[src/core/pmws_pkg.sv]
// Constants and types shared by the wake/status bit block
package pmws_pkg;

  // Register offsets, byte addresses inside the event block
  localparam logic [1:0] STATUS_OFFSET = 2'h0;
  localparam logic [1:0] ENABLE_OFFSET = 2'h2;

  // Field positions in the status and enable words
  localparam int unsigned PWR_BIT   = 8;
  localparam int unsigned SLP_BIT   = 9;
  localparam int unsigned ALARM_BIT = 10;
  localparam int unsigned WAKE_BIT  = 15;

  // Byte lane positions
  localparam int unsigned LANE_LO = 0;
  localparam int unsigned LANE_HI = 1;

  // Values after reset
  localparam logic        FLAG_RESET    = 1'b0;
  localparam logic        ALLOW_RESET   = 1'b0;
  localparam logic [15:0] RDATA_RESET   = 16'h0000;

  // Power-button override time and the clock that counts it
  localparam longint unsigned OVR_TIME_MS = 4000;
  localparam longint unsigned CLK_HZ      = 25000000;
  // More than four seconds: one cycle past the printed time
  localparam longint unsigned OVR_CYCLES_L = (OVR_TIME_MS * CLK_HZ) / 1000 + 1;
  localparam int unsigned     OVR_CNT_W    = 27;
  localparam logic [OVR_CNT_W-1:0] OVR_CYCLES = OVR_CYCLES_L[OVR_CNT_W-1:0];
  localparam logic [OVR_CNT_W-1:0] OVR_CNT_RESET = 27'h0000000;

  // Button and alarm synchroniser inputs: count, indices and reset value
  localparam int unsigned N_EVT   = 3;
  localparam int unsigned EVT_PWR = 0;
  localparam int unsigned EVT_SLP = 1;
  localparam int unsigned EVT_ALM = 2;
  localparam logic [N_EVT-1:0] SYNC_RESET = 3'h0;

  // System power state as seen by this block
  typedef enum logic [2:0] {
    PMWS_WORKING  = 3'b001,
    PMWS_SLEEPING = 3'b010,
    PMWS_SOFT_OFF = 3'b100
  } pmws_sys_state_t;

  // Override watcher states
  typedef enum logic [2:0] {
    OVR_IDLE  = 3'b001,
    OVR_COUNT = 3'b010,
    OVR_HELD  = 3'b100
  } pmws_ovr_state_t;

  // One I/O access from software
  typedef struct packed {
    logic        rd;
    logic        wr;
    logic [1:0]  addr;
    logic [1:0]  be;
    logic [15:0] wdata;
  } pmws_io_req_t;

  // The four hardware-set flags
  typedef struct packed {
    logic wake;
    logic alarm;
    logic sleep_button;
    logic power_button;
  } pmws_flags_t;

  localparam pmws_flags_t FLAGS_RESET = 4'h0;

endpackage

[src/core/pmws_status_bits.sv]
// Upper half of the power-management status register with its enable bits
`timescale 1ns/100ps
`default_nettype none

// Function
// Status bits 6-7 and 12-14 always read back as zero.
// Software ignores status bit 11; it reads zero here.
// Power-button flag, bit 8, set by hardware on every press.
// Working state: interrupt while power-button flag and its allow bit are set.
// Sleeping or soft-off: power-button press wakes regardless of allow bit.
// Button and alarm flags set by hardware, cleared only by writing one or, for the power button, by the override.
// Button held over four seconds clears its flag and forces soft-off.
// Power-button wake leaves its flag set before software runs.
// Sleep-button flag, bit 9, set by hardware on every press.
// Working state: interrupt while sleep-button flag and its allow bit are set.
// Sleeping or soft-off: sleep-button press wakes only when allowed.
// Sleep-button wake leaves its flag set before software runs.
// Alarm flag, bit 10, set when the clock raises its alarm request.
// Alarm flag with allow bit set produces a power management event.
// Alarm wake sets flag first; from S4 only with deep-wake support.
// Wake flag, bit 15, set when sleeping and an enabled wake occurs.
// Setting the wake flag returns the system to the working state.
// Wake flag set only by hardware, cleared only by writing one.
// Software ignores button flags of absent or separately described buttons.
// Allow bits sit at 8, 9, 10 of the enable word, half-block above.
// Status register reached by byte or word I/O accesses.
// One control-interrupt output, OR of all working-state interrupt conditions.
// Button inputs synchronised and edge-detected; one press sets once.
module pmws_status_bits
  import pmws_pkg::*;
#(
  parameter logic [OVR_CNT_W-1:0] OVR_LIMIT = OVR_CYCLES
)
(
  // Clock, reset, clock enable
  input  wire logic            ref_clk,
  input  wire logic            nrst,
  input  wire logic            clk_en,

  // Software I/O access
  input  wire pmws_io_req_t    io_req,
  output logic [15:0]          io_rdata,
  output logic                 io_rack,

  // Buttons and alarm request
  input  wire logic            power_button_in,
  input  wire logic            sleep_button_in,
  input  wire logic            alarm_irq_in,

  // System state and platform flags
  input  wire pmws_sys_state_t sys_state,
  input  wire logic            sleep_is_s4,
  input  wire logic            alarm_deep_wake_support,

  // Events toward the rest of the system
  output logic                 control_interrupt,
  output logic                 wake_to_working,
  output logic                 soft_off_request
);

  // Synchroniser stages and previous value for edge detection
  logic [N_EVT-1:0]     sync1_ff;
  logic [N_EVT-1:0]     sync2_ff;
  logic [N_EVT-1:0]     prev_ff;
  logic [N_EVT-1:0]     raw_in;
  logic [N_EVT-1:0]     rise;

  // Stored flags and allow bits
  pmws_flags_t          flags_ff;
  pmws_flags_t          nxt_flags;
  logic                 power_button_irq_allow_ff;
  logic                 sleep_button_irq_allow_ff;
  logic                 alarm_irq_allow_ff;

  // Override watcher
  pmws_ovr_state_t      ovr_state_ff;
  pmws_ovr_state_t      nxt_ovr_state;
  logic [OVR_CNT_W-1:0] ovr_cnt_ff;
  logic                 ovr_fire;

  // Registered outputs
  logic [15:0]          rdata_ff;
  logic                 rack_ff;
  logic                 ctl_irq_ff;
  logic                 wake_pulse_ff;
  logic                 soft_off_ff;

  // Decoded accesses and events
  logic                 wr_status;
  logic                 wr_enable;
  logic                 hit_status;
  logic                 hit_enable;
  logic [15:0]          clr_mask;
  logic                 asleep;
  logic                 wake_evt;
  logic                 alarm_wake_ok;
  logic [15:0]          status_word;
  logic [15:0]          enable_word;

  assign raw_in[EVT_PWR] = power_button_in;
  assign raw_in[EVT_SLP] = sleep_button_in;
  assign raw_in[EVT_ALM] = alarm_irq_in;

  // Two-stage synchroniser and edge detector per event input
  genvar gi;
  generate
    for (gi = 0; gi < N_EVT; gi++)
    begin : g_sync
      always_ff @(posedge ref_clk or negedge nrst)
      begin
        if (!nrst)
        begin
          sync1_ff[gi] <= SYNC_RESET[gi];
          sync2_ff[gi] <= SYNC_RESET[gi];
          prev_ff[gi]  <= SYNC_RESET[gi];
        end
        else if (clk_en)
        begin
          sync1_ff[gi] <= raw_in[gi];
          sync2_ff[gi] <= sync1_ff[gi];
          prev_ff[gi]  <= sync2_ff[gi];
        end
      end
      // A held button gives one rising edge, so one flag setting per press
      assign rise[gi] = sync2_ff[gi] & ~prev_ff[gi];
    end
  endgenerate

  // Address decode; odd addresses are unmapped and read as zero
  assign hit_status = (io_req.addr == STATUS_OFFSET);
  assign hit_enable = (io_req.addr == ENABLE_OFFSET);
  assign wr_status  = io_req.wr & hit_status;
  assign wr_enable  = io_req.wr & hit_enable;

  // Only the upper lane holds bits here; lower lane writes are harmless
  assign clr_mask = wr_status && io_req.be[LANE_HI] ?
                    {io_req.wdata[15:8], 8'h00} : 16'h0000;

  assign asleep = (sys_state != PMWS_WORKING);

  // Alarm may wake from S4 only when the platform supports it
  assign alarm_wake_ok = !sleep_is_s4 || alarm_deep_wake_support;

  // Enabled wake sources while asleep
  assign wake_evt = asleep &&
                    (rise[EVT_PWR] ||
                     (rise[EVT_SLP] && sleep_button_irq_allow_ff) ||
                     (rise[EVT_ALM] && alarm_irq_allow_ff && alarm_wake_ok));

  assign ovr_fire = (ovr_state_ff == OVR_COUNT) && (ovr_cnt_ff >= OVR_LIMIT);

  // Flag update: a set in the same cycle as a write clear wins
  always_comb
  begin
    nxt_flags = flags_ff;
    // Power button: override clear beats both press and write
    if (ovr_fire)
      nxt_flags.power_button = 1'b0;
    else
      nxt_flags.power_button = (flags_ff.power_button & ~clr_mask[PWR_BIT])
                               | rise[EVT_PWR];
    nxt_flags.sleep_button = (flags_ff.sleep_button & ~clr_mask[SLP_BIT])
                             | rise[EVT_SLP];
    nxt_flags.alarm = (flags_ff.alarm & ~clr_mask[ALARM_BIT])
                      | rise[EVT_ALM];
    nxt_flags.wake = (flags_ff.wake & ~clr_mask[WAKE_BIT])
                     | wake_evt;
  end

  // Flags register
  always_ff @(posedge ref_clk or negedge nrst)
  begin
    if (!nrst)
      flags_ff <= FLAGS_RESET;
    else if (clk_en)
      flags_ff <= nxt_flags;
  end

  // Allow bits, written through the upper lane of the enable word
  always_ff @(posedge ref_clk or negedge nrst)
  begin
    if (!nrst)
    begin
      power_button_irq_allow_ff <= ALLOW_RESET;
      sleep_button_irq_allow_ff <= ALLOW_RESET;
      alarm_irq_allow_ff        <= ALLOW_RESET;
    end
    else if (clk_en && wr_enable && io_req.be[LANE_HI])
    begin
      power_button_irq_allow_ff <= io_req.wdata[PWR_BIT];
      sleep_button_irq_allow_ff <= io_req.wdata[SLP_BIT];
      alarm_irq_allow_ff        <= io_req.wdata[ALARM_BIT];
    end
  end

  // Next override state: count while the synchronised button stays down
  always_comb
  begin
    nxt_ovr_state = ovr_state_ff;
    unique case (ovr_state_ff)
      OVR_IDLE:
        if (rise[EVT_PWR])
          nxt_ovr_state = OVR_COUNT;
      OVR_COUNT:
        if (!sync2_ff[EVT_PWR])
          nxt_ovr_state = OVR_IDLE;
        else if (ovr_fire)
          nxt_ovr_state = OVR_HELD;
      OVR_HELD:
        if (!sync2_ff[EVT_PWR])
          nxt_ovr_state = OVR_IDLE;
      default:
        nxt_ovr_state = OVR_IDLE;
    endcase
  end

  // Override state and its counter
  always_ff @(posedge ref_clk or negedge nrst)
  begin
    if (!nrst)
    begin
      ovr_state_ff <= OVR_IDLE;
      ovr_cnt_ff   <= OVR_CNT_RESET;
    end
    else if (clk_en)
    begin
      ovr_state_ff <= nxt_ovr_state;
      // Counter rests at zero outside a count so each press starts fresh
      if (nxt_ovr_state == OVR_COUNT)
        ovr_cnt_ff <= ovr_cnt_ff + 27'h0000001;
      else
        ovr_cnt_ff <= OVR_CNT_RESET;
    end
  end

  // Soft-off request pulses once; HELD stops a repeat while still pressed
  always_ff @(posedge ref_clk or negedge nrst)
  begin
    if (!nrst)
      soft_off_ff <= 1'b0;
    else if (clk_en)
      soft_off_ff <= ovr_fire;
  end

  // Wake pulse on the cycle the wake flag first sets
  always_ff @(posedge ref_clk or negedge nrst)
  begin
    if (!nrst)
      wake_pulse_ff <= 1'b0;
    else if (clk_en)
      wake_pulse_ff <= nxt_flags.wake & ~flags_ff.wake;
  end

  // Control interrupt is a level, held in the working state while any flag and allow pair holds
  always_ff @(posedge ref_clk or negedge nrst)
  begin
    if (!nrst)
      ctl_irq_ff <= 1'b0;
    else if (clk_en)
      ctl_irq_ff <= (sys_state == PMWS_WORKING) &&
                    ((nxt_flags.power_button && power_button_irq_allow_ff) ||
                     (nxt_flags.sleep_button && sleep_button_irq_allow_ff) ||
                     (nxt_flags.alarm && alarm_irq_allow_ff));
  end

  // Readable words; unlisted bits, bit 11 and reserved bits are zero
  always_comb
  begin
    status_word            = 16'h0000;
    status_word[PWR_BIT]   = flags_ff.power_button;
    status_word[SLP_BIT]   = flags_ff.sleep_button;
    status_word[ALARM_BIT] = flags_ff.alarm;
    status_word[WAKE_BIT]  = flags_ff.wake;
    enable_word            = 16'h0000;
    enable_word[PWR_BIT]   = power_button_irq_allow_ff;
    enable_word[SLP_BIT]   = sleep_button_irq_allow_ff;
    enable_word[ALARM_BIT] = alarm_irq_allow_ff;
  end

  // Read data, one cycle after the strobe; lanes not enabled read zero
  always_ff @(posedge ref_clk or negedge nrst)
  begin
    if (!nrst)
    begin
      rdata_ff <= RDATA_RESET;
      rack_ff  <= 1'b0;
    end
    else if (clk_en)
    begin
      rack_ff <= io_req.rd;
      if (io_req.rd)
      begin
        if (hit_status)
          rdata_ff <= status_word & {{8{io_req.be[LANE_HI]}}, {8{io_req.be[LANE_LO]}}};
        else if (hit_enable)
          rdata_ff <= enable_word & {{8{io_req.be[LANE_HI]}}, {8{io_req.be[LANE_LO]}}};
        else
          rdata_ff <= RDATA_RESET;
      end
    end
  end

  // Outputs straight from flip-flops
  assign io_rdata          = rdata_ff;
  assign io_rack           = rack_ff;
  assign control_interrupt = ctl_irq_ff;
  assign wake_to_working   = wake_pulse_ff;
  assign soft_off_request  = soft_off_ff;

endmodule

`default_nettype wire

[config.mk]
export PLATFORM = sky130hd
export DESIGN_NAME = pmws_status_bits
export DESIGN_NICKNAME = d
export VERILOG_FILES = /design/src/core/pmws_pkg.sv /design/src/core/pmws_status_bits.sv
export SDC_FILE = /design/constraint.sdc
export NUM_CORES = 1
export LEC_CHECK = 0
export BUFFER_PORTS_ARGS = -buffer_cell sky130_fd_sc_hd__buf_2
export CORE_MARGIN = 2
export CORE_UTILIZATION = 50
export DETAILED_ROUTE_END_ITERATION = 6
export PLACE_DENSITY = 0.82
export SKIP_LAST_GASP = 1
export SYNTH_ARGS = -nofsm -noshare
export SYNTH_HDL_FRONTEND = slang
export SYNTH_SLANG_ARGS = --single-unit
[constraint.sdc]
create_clock -name ref_clk -period 3.4 [get_ports ref_clk]
set_clock_uncertainty 0.15 [all_clocks]
set_input_delay 0.68 -clock ref_clk [delete_from_list [all_inputs] [get_ports ref_clk]]
set_output_delay 0.68 -clock ref_clk [all_outputs]
set_load 0.02 [all_outputs]
# Yosys cells after proc, flatten, opt, wreduce, memory -nomap -nowiden
# Index checks and enable logic that the tools add are counted.
[totals]
word_cells = 86
out_inout_bits = 20
mem_bits_ro = 0
latch_bits = 0
reg_bits = 66
n_memories = 0
input_bits = 33
ram_bits = 0
[op_classes]
n_lt_le_gt_ge = 1
eq_ne = 7
bitwise_logic = 24
mul = 0
n_div = 0
muxes = 10
reduce_logical = 20
shifts = 0
n_addsub = 1
[op_table]
columns = ["cell", "n"]
rows = [
  ["two-way mux 16 bit", 3],
  ["adder 27 x 1 -> 27 bit (second input constant)", 1],
  [">= comparator 27 bit (second input constant)", 1],
  ["two-way mux 27 bit", 1],
  ["AND 11 x 16 -> 16 bit", 1],
  ["AND 16 bit", 1],
  ["logical AND 1 bit", 12],
  ["two-way mux 3 bit", 4],
  ["AND 1 bit", 10],
  ["case mux 3 bit (3 select lines)", 1],
  ["NOT 1 bit", 8],
  ["equality test 3 x 1 -> 1 bit (second input constant)", 2],
  ["equality test 3 x 2 -> 1 bit (second input constant)", 2],
  ["logical OR 1 bit", 5],
  ["OR 1 bit", 4],
  ["equality test 3 bit (second input constant)", 1],
  ["!= test 3 x 1 -> 1 bit (second input constant)", 1],
  ["equality test 2 bit (second input constant)", 1],
  ["zero test 2 bit", 1],
  ["AND reduction 2 bit", 1],
  ["zero test 1 bit", 1],
  ["two-way mux 1 bit", 1],
]

# Longest topological paths before layout
[depth]
ltp_word = 12
ltp_mapped = 8
ltp_nobuf = 7

# Worst setup path after synthesis
# OpenSTA, ideal clock, no wires.
[synth_path]
kind = "input-to-reg"
startpoint = "input io_req[19] (netlist name)"
endpoint = "register ctl_irq_ff, in the netlist control_interrupt"
path_slack_ns = 1.215
t_required_ns = 3.126
arrival_ns = 1.911
cell_stages = 6
setup_time_ns = 0.124
path_buffers = 1
cell_sequence = "buf_2 > nor4bb_1 > a21boi_0 > o21ai_0 > a31o_2 > o41ai_2"
[synth_via]
elab_chain_len = 12
elab_cells_between_ends = 20
cone_classes = "2 x mux; 10 x bitwise; 8 x reduce/logical"
[synth_lines]
columns = ["item", "line_no", "source"]
rows = [
  ["from (decl)", "pmws_status_bits.sv:41", "input wire pmws_io_req_t io_req,"],
  ["zero test 2 bit (*)", "pmws_status_bits.sv:130", "assign hit_status = (io_req.addr == STATUS_OFFSET);"],
  ["AND 1 bit (*)", "pmws_status_bits.sv:132", "assign wr_status = io_req.wr & hit_status;"],
  ["logical AND 1 bit (*)", "pmws_status_bits.sv:136", "assign clr_mask = wr_status && io_req.be[LANE_HI] ?"],
  ["two-way mux 16 bit (*)", "pmws_status_bits.sv:136", ""],
  ["NOT 1 bit", "pmws_status_bits.sv:160", "nxt_flags.power_button = (flags_ff.power_button & ~clr_mask[PWR_BIT])"],
  ["AND 1 bit", "pmws_status_bits.sv:160", ""],
  ["OR 1 bit", "pmws_status_bits.sv:161", "| rise[EVT_PWR];"],
  ["two-way mux 1 bit", "pmws_status_bits.sv:157", "if (ovr_fire)"],
  ["logical AND 1 bit", "pmws_status_bits.sv:261", "((nxt_flags.power_button && power_button_irq_allow_ff) ||"],
  ["logical OR 1 bit", "pmws_status_bits.sv:261", ""],
  ["logical OR 1 bit (*)", "pmws_status_bits.sv:262", "(nxt_flags.sleep_button && sleep_button_irq_allow_ff) ||"],
  ["logical AND 1 bit (*)", "pmws_status_bits.sv:260", "ctl_irq_ff <= (sys_state == PMWS_WORKING) &&"],
  ["to (signal assigned)", "pmws_status_bits.sv:260", ""],
  ["to (decl)", "pmws_status_bits.sv:84", "logic ctl_irq_ff;"],
]
# Mark *: on every way between the ends. The rest lies on a longest branch, timed or not.
# A chain may end at the register's enable or synchronous reset.

# Worst setup path after layout
[layout_path]
startpoint = "register ovr_cnt_ff[12]"
endpoint = "register ovr_cnt_ff[12]"
[layout_via]
elab_chain_len = 7
elab_cells_between_ends = 8
cone_classes = "1 x add/sub; 1 x order compare; 1 x eq/ne; 4 x mux; 1 x reduce/logical"
[layout_lines]
columns = ["item", "line_no", "source"]
rows = [
  ["from (decl)", "pmws_status_bits.sv:78", "logic [OVR_CNT_W-1:0] ovr_cnt_ff;"],
  ["from (signal assigned)", "pmws_status_bits.sv:230", "ovr_cnt_ff <= ovr_cnt_ff + 27'h0000001;"],
  [">= comparator 27 bit", "pmws_status_bits.sv:150", "assign ovr_fire = (ovr_state_ff == OVR_COUNT) && (ovr_cnt_ff >= OVR_LIMIT);"],
  ["logical AND 1 bit", "pmws_status_bits.sv:150", ""],
  ["two-way mux 3 bit", "pmws_status_bits.sv:207", "else if (ovr_fire)"],
  ["two-way mux 3 bit", "pmws_status_bits.sv:205", "if (!sync2_ff[EVT_PWR])"],
  ["case mux 3 bit (3 select lines)", "pmws_status_bits.sv:200", "unique case (ovr_state_ff)"],
  ["equality test 3 x 2 -> 1 bit", "pmws_status_bits.sv:229", "if (nxt_ovr_state == OVR_COUNT)"],
  ["two-way mux 27 bit (*)", "pmws_status_bits.sv:229", ""],
]
# Marked as above.

==> flow_summary.toml <==
[final_layout]
finish.utilization_pct = 57.5
antennaDiodeCount = 0
nNetsFinal = 347
layout_commonest_cell = "dfrtp_1"
drive_gt1_share_pct = 21.7
final_cell_mix = "dfrtp_1, buf_2, nor2_1"
syn_to_final_growth_pct = 9.26

[sta]
period_minus_slack_ns = 2.31
setup_violations = 0
layout_setup_ws_ns = 1.09
tns_ns = 0
worst_pin_slew_ns = 0.615
rsz0062_at_grt = "no"
max_freq_mhz = 432
finalHoldViolCount = 0
slew-limit-headroom_pct = 59.0
slew_violations = 0
post-route-period-util_pct = 68.0

[critical_path]
path_max_fanout = 21
worst-r2r-cell-count = 5
worstSetupEndpointType = "flip-flop"
r2r-start = "ovr_cnt_ff[12]"
crit_end = "ovr_cnt_ff[12]"
r2r_end = "ovr_cnt_ff[12]"
start_kind = "flip-flop"
worstPathRequired_ns = 3.42
worstSetupStartpoint = "ovr_cnt_ff[12]"
critical_path_class = "flip-flop to flip-flop"
crit_arrival_ns = 2.33
rrSetupSlack_ns = 1.09

[synth]
synth.ff_latch_count = 54
async_flop_share_pct = 100
synth_flop_cell = "dfrtp_1"
ys_seq_area_share_pct = 46.1
syn_area_mm2 = 0.00293
yosysUniqueCellTypes = 59
netlist_instances = 286
yosysWarnings = 0
synth-edff-count = 0
synth.avg_cell_area_um2 = 10.3

[power]
intPower_w = 0.00108
share_comb_of_total_power_pct = 15.6
p_switching_w = 0.000399
power_density_mw_per_mm2 = 462
ir_worst_vdd_v = 0.000271
leakage_nw = 1.48
power_frac_seq_pct = 50.1
pwr-share-clk_pct = 34.3
swShare_pct = 26.9

[global_routing]
grt_pass1_wl_mm = 9.25
antenna_found_initial = 0
grt_start_max_net_pins = 38
grt_overflow = 0
gr-usage-all-layers_pct = 18.2
grt_pass1_vias = 2068

[route]
dr_wl_met3_um = 262
detail_route.vias_per_cell = 5.71
ant_nets = 0
wl_met2_mm = 2.81
via_count = 2198
dr.first_iter.drc_count = 155
wl_met1_mm = 2.40
route.top_layer_used = "met4"
drc = 0
wl_per_cell_um = 14.4
routed_wl_mm = 5.53
drtPass1Iterations = 4

[floorplanning]
io_pins = 53
die-area_mm2 = 0.00649
die_h_um = 80.6
rows = 27
initial_core_util_pct = 52.6
core_area_mm2 = 0.00557
dieWidth_um = 80.6

[clock_tree]
cts.sink_count = 54
cts_setup_buffers = 0
cts_made_buffers = 5
cts_tree = "yes"
htreeDepth = 2
worstSkewPairLatency_ns = 0.30
hold_buffers = 0
cts_resized = 0
cts_root_buffer = "clkbuf_8"
cts.clk_slew.worst_paths_ns = 0.10
cts.path.max_buffers = 2

[placed_design]
port_buffers = 27
gp_congestion = 0.795
dpl.hpwl_mm = 3.84
dpl_worst_slack_ns = 1.06

[run]
cap_violations = 0

[status]
status = "completed"

[worst_hold_path]
holdCritPathClass = "input port to asynchronous set/reset pin"
## logic make-up (layout without fill, tap and decap cells)
| logic type | after synthesis | after routing | share of synthesized area, % |
|---|---|---|---|
| AO/OA/AOI/OAI | 45 | 45 | 11.6 |
| multiplexers | 16 | 16 | 5.93 |
| flip-flops | 54 | 54 | 46.1 |
| XOR/XNOR | 19 | 19 | 5.68 |
| AND/OR/NAND/NOR | 118 | 118 | 23.3 |
| buffers and inverters | 31 | 47 | 6.44 |
| adder cells (fa/ha/maj) | 2 | 2 | 0.853 |
| other | 1 | 12 | 0.128 |
## flip-flops by register name, indices dropped and copies added (netlist names)
name,cells
ovr_cnt_ff,27
flags_ff,4
io_rdata,4
ovr_state_ff,3
prev_ff,3
sync1_ff,3
sync2_ff,3
alarm_irq_allow_ff,1
control_interrupt,1
io_rack,1
power_button_irq_allow_ff,1
sleep_button_irq_allow_ff,1
soft_off_request,1
wake_to_working,1
## worst min path at each step
stage	startpoint	end	slack, ns	depth (start not counted)
3_3_place_gp	io_rdata[10]	io_rdata[10]	0.31	2
4_1_cts	nrst	ovr_cnt_ff[0]	0.14	1
3_5_place_dp	io_rdata[9]	io_rdata[9]	0.32	2
2_1_floorplan	nrst	alarm_irq_allow_ff	0.23	0
5_1_grt	nrst	ovr_cnt_ff[3]	0.14	1
6_report	nrst	ovr_cnt_ff[7]	0.13	1
## final cells by class
type,count,area (µm²)
sequential,54,1350
inverter,9,33.8
tap,72,90.1
multi-input combinational,212,1430
timing repair buffer,30,158
clock buffer,5,68.8
fill,488,2370
clock inverter,3,68.8
## critical path, stage by stage, from the launching register on
cell	delay (ns)
dfrtp_1	0.43
or2_2	0.32
nor3_1	0.30
nand4_4	0.25
a31oi_4	0.59
nor2_1	0.13
## layer usage
layer	track usage, %	vias up
met5	0	-
met3	2.58	4
li1	-	1058
met4	6.95	0
met1	23.2	1075
met2	31.1	61
## cell usage after synthesis (all sizes together) (6+ instances only)
library cell	instances	share of area, %
xnor2	8	2.4
nand3	16	3.1
buf	19	4.9
and4	6	2.0
nor2	24	3.1
nand2	23	3.0
xor2	11	3.3
mux2	11	4.2
dfrtp	53	45
o21ai	11	1.9
nor3	7	1.6
nand4	13	3.5
a21oi	10	2.1
inv	9	1.2
## power groups by stage
stage / sequential (W) / clock, W / combinational (W)
final: 0.000742 / 0.000507 / 0.000231
after global placement: 0.000751 / 0 / 0.000225
after detailed placement: 0.000754 / 0 / 0.000233
after CTS: 0.000741 / 0.000516 / 0.000233
after global routing: 0.000750 / 0.000545 / 0.000258
after floorplan: 0.000755 / 0 / 0.000173
## per-stage QoR
stage / total power, W / instance area [µm²] / cells / hold WS [ns]
finish: 0.00148 / 3200 / 385 / 0.134
global route: 0.00155 / 3200 / 385 / 0.145
CTS: 0.00149 / 3200 / 385 / 0.143
detailed placement: 0.000987 / 3070 / 377 / 0.325
global placement: 0.000977 / 3070 / 377 / 0.312
floorplan: 0.000928 / 2970 / 297 / 0.234
Power figures use the tool's default switching activity.
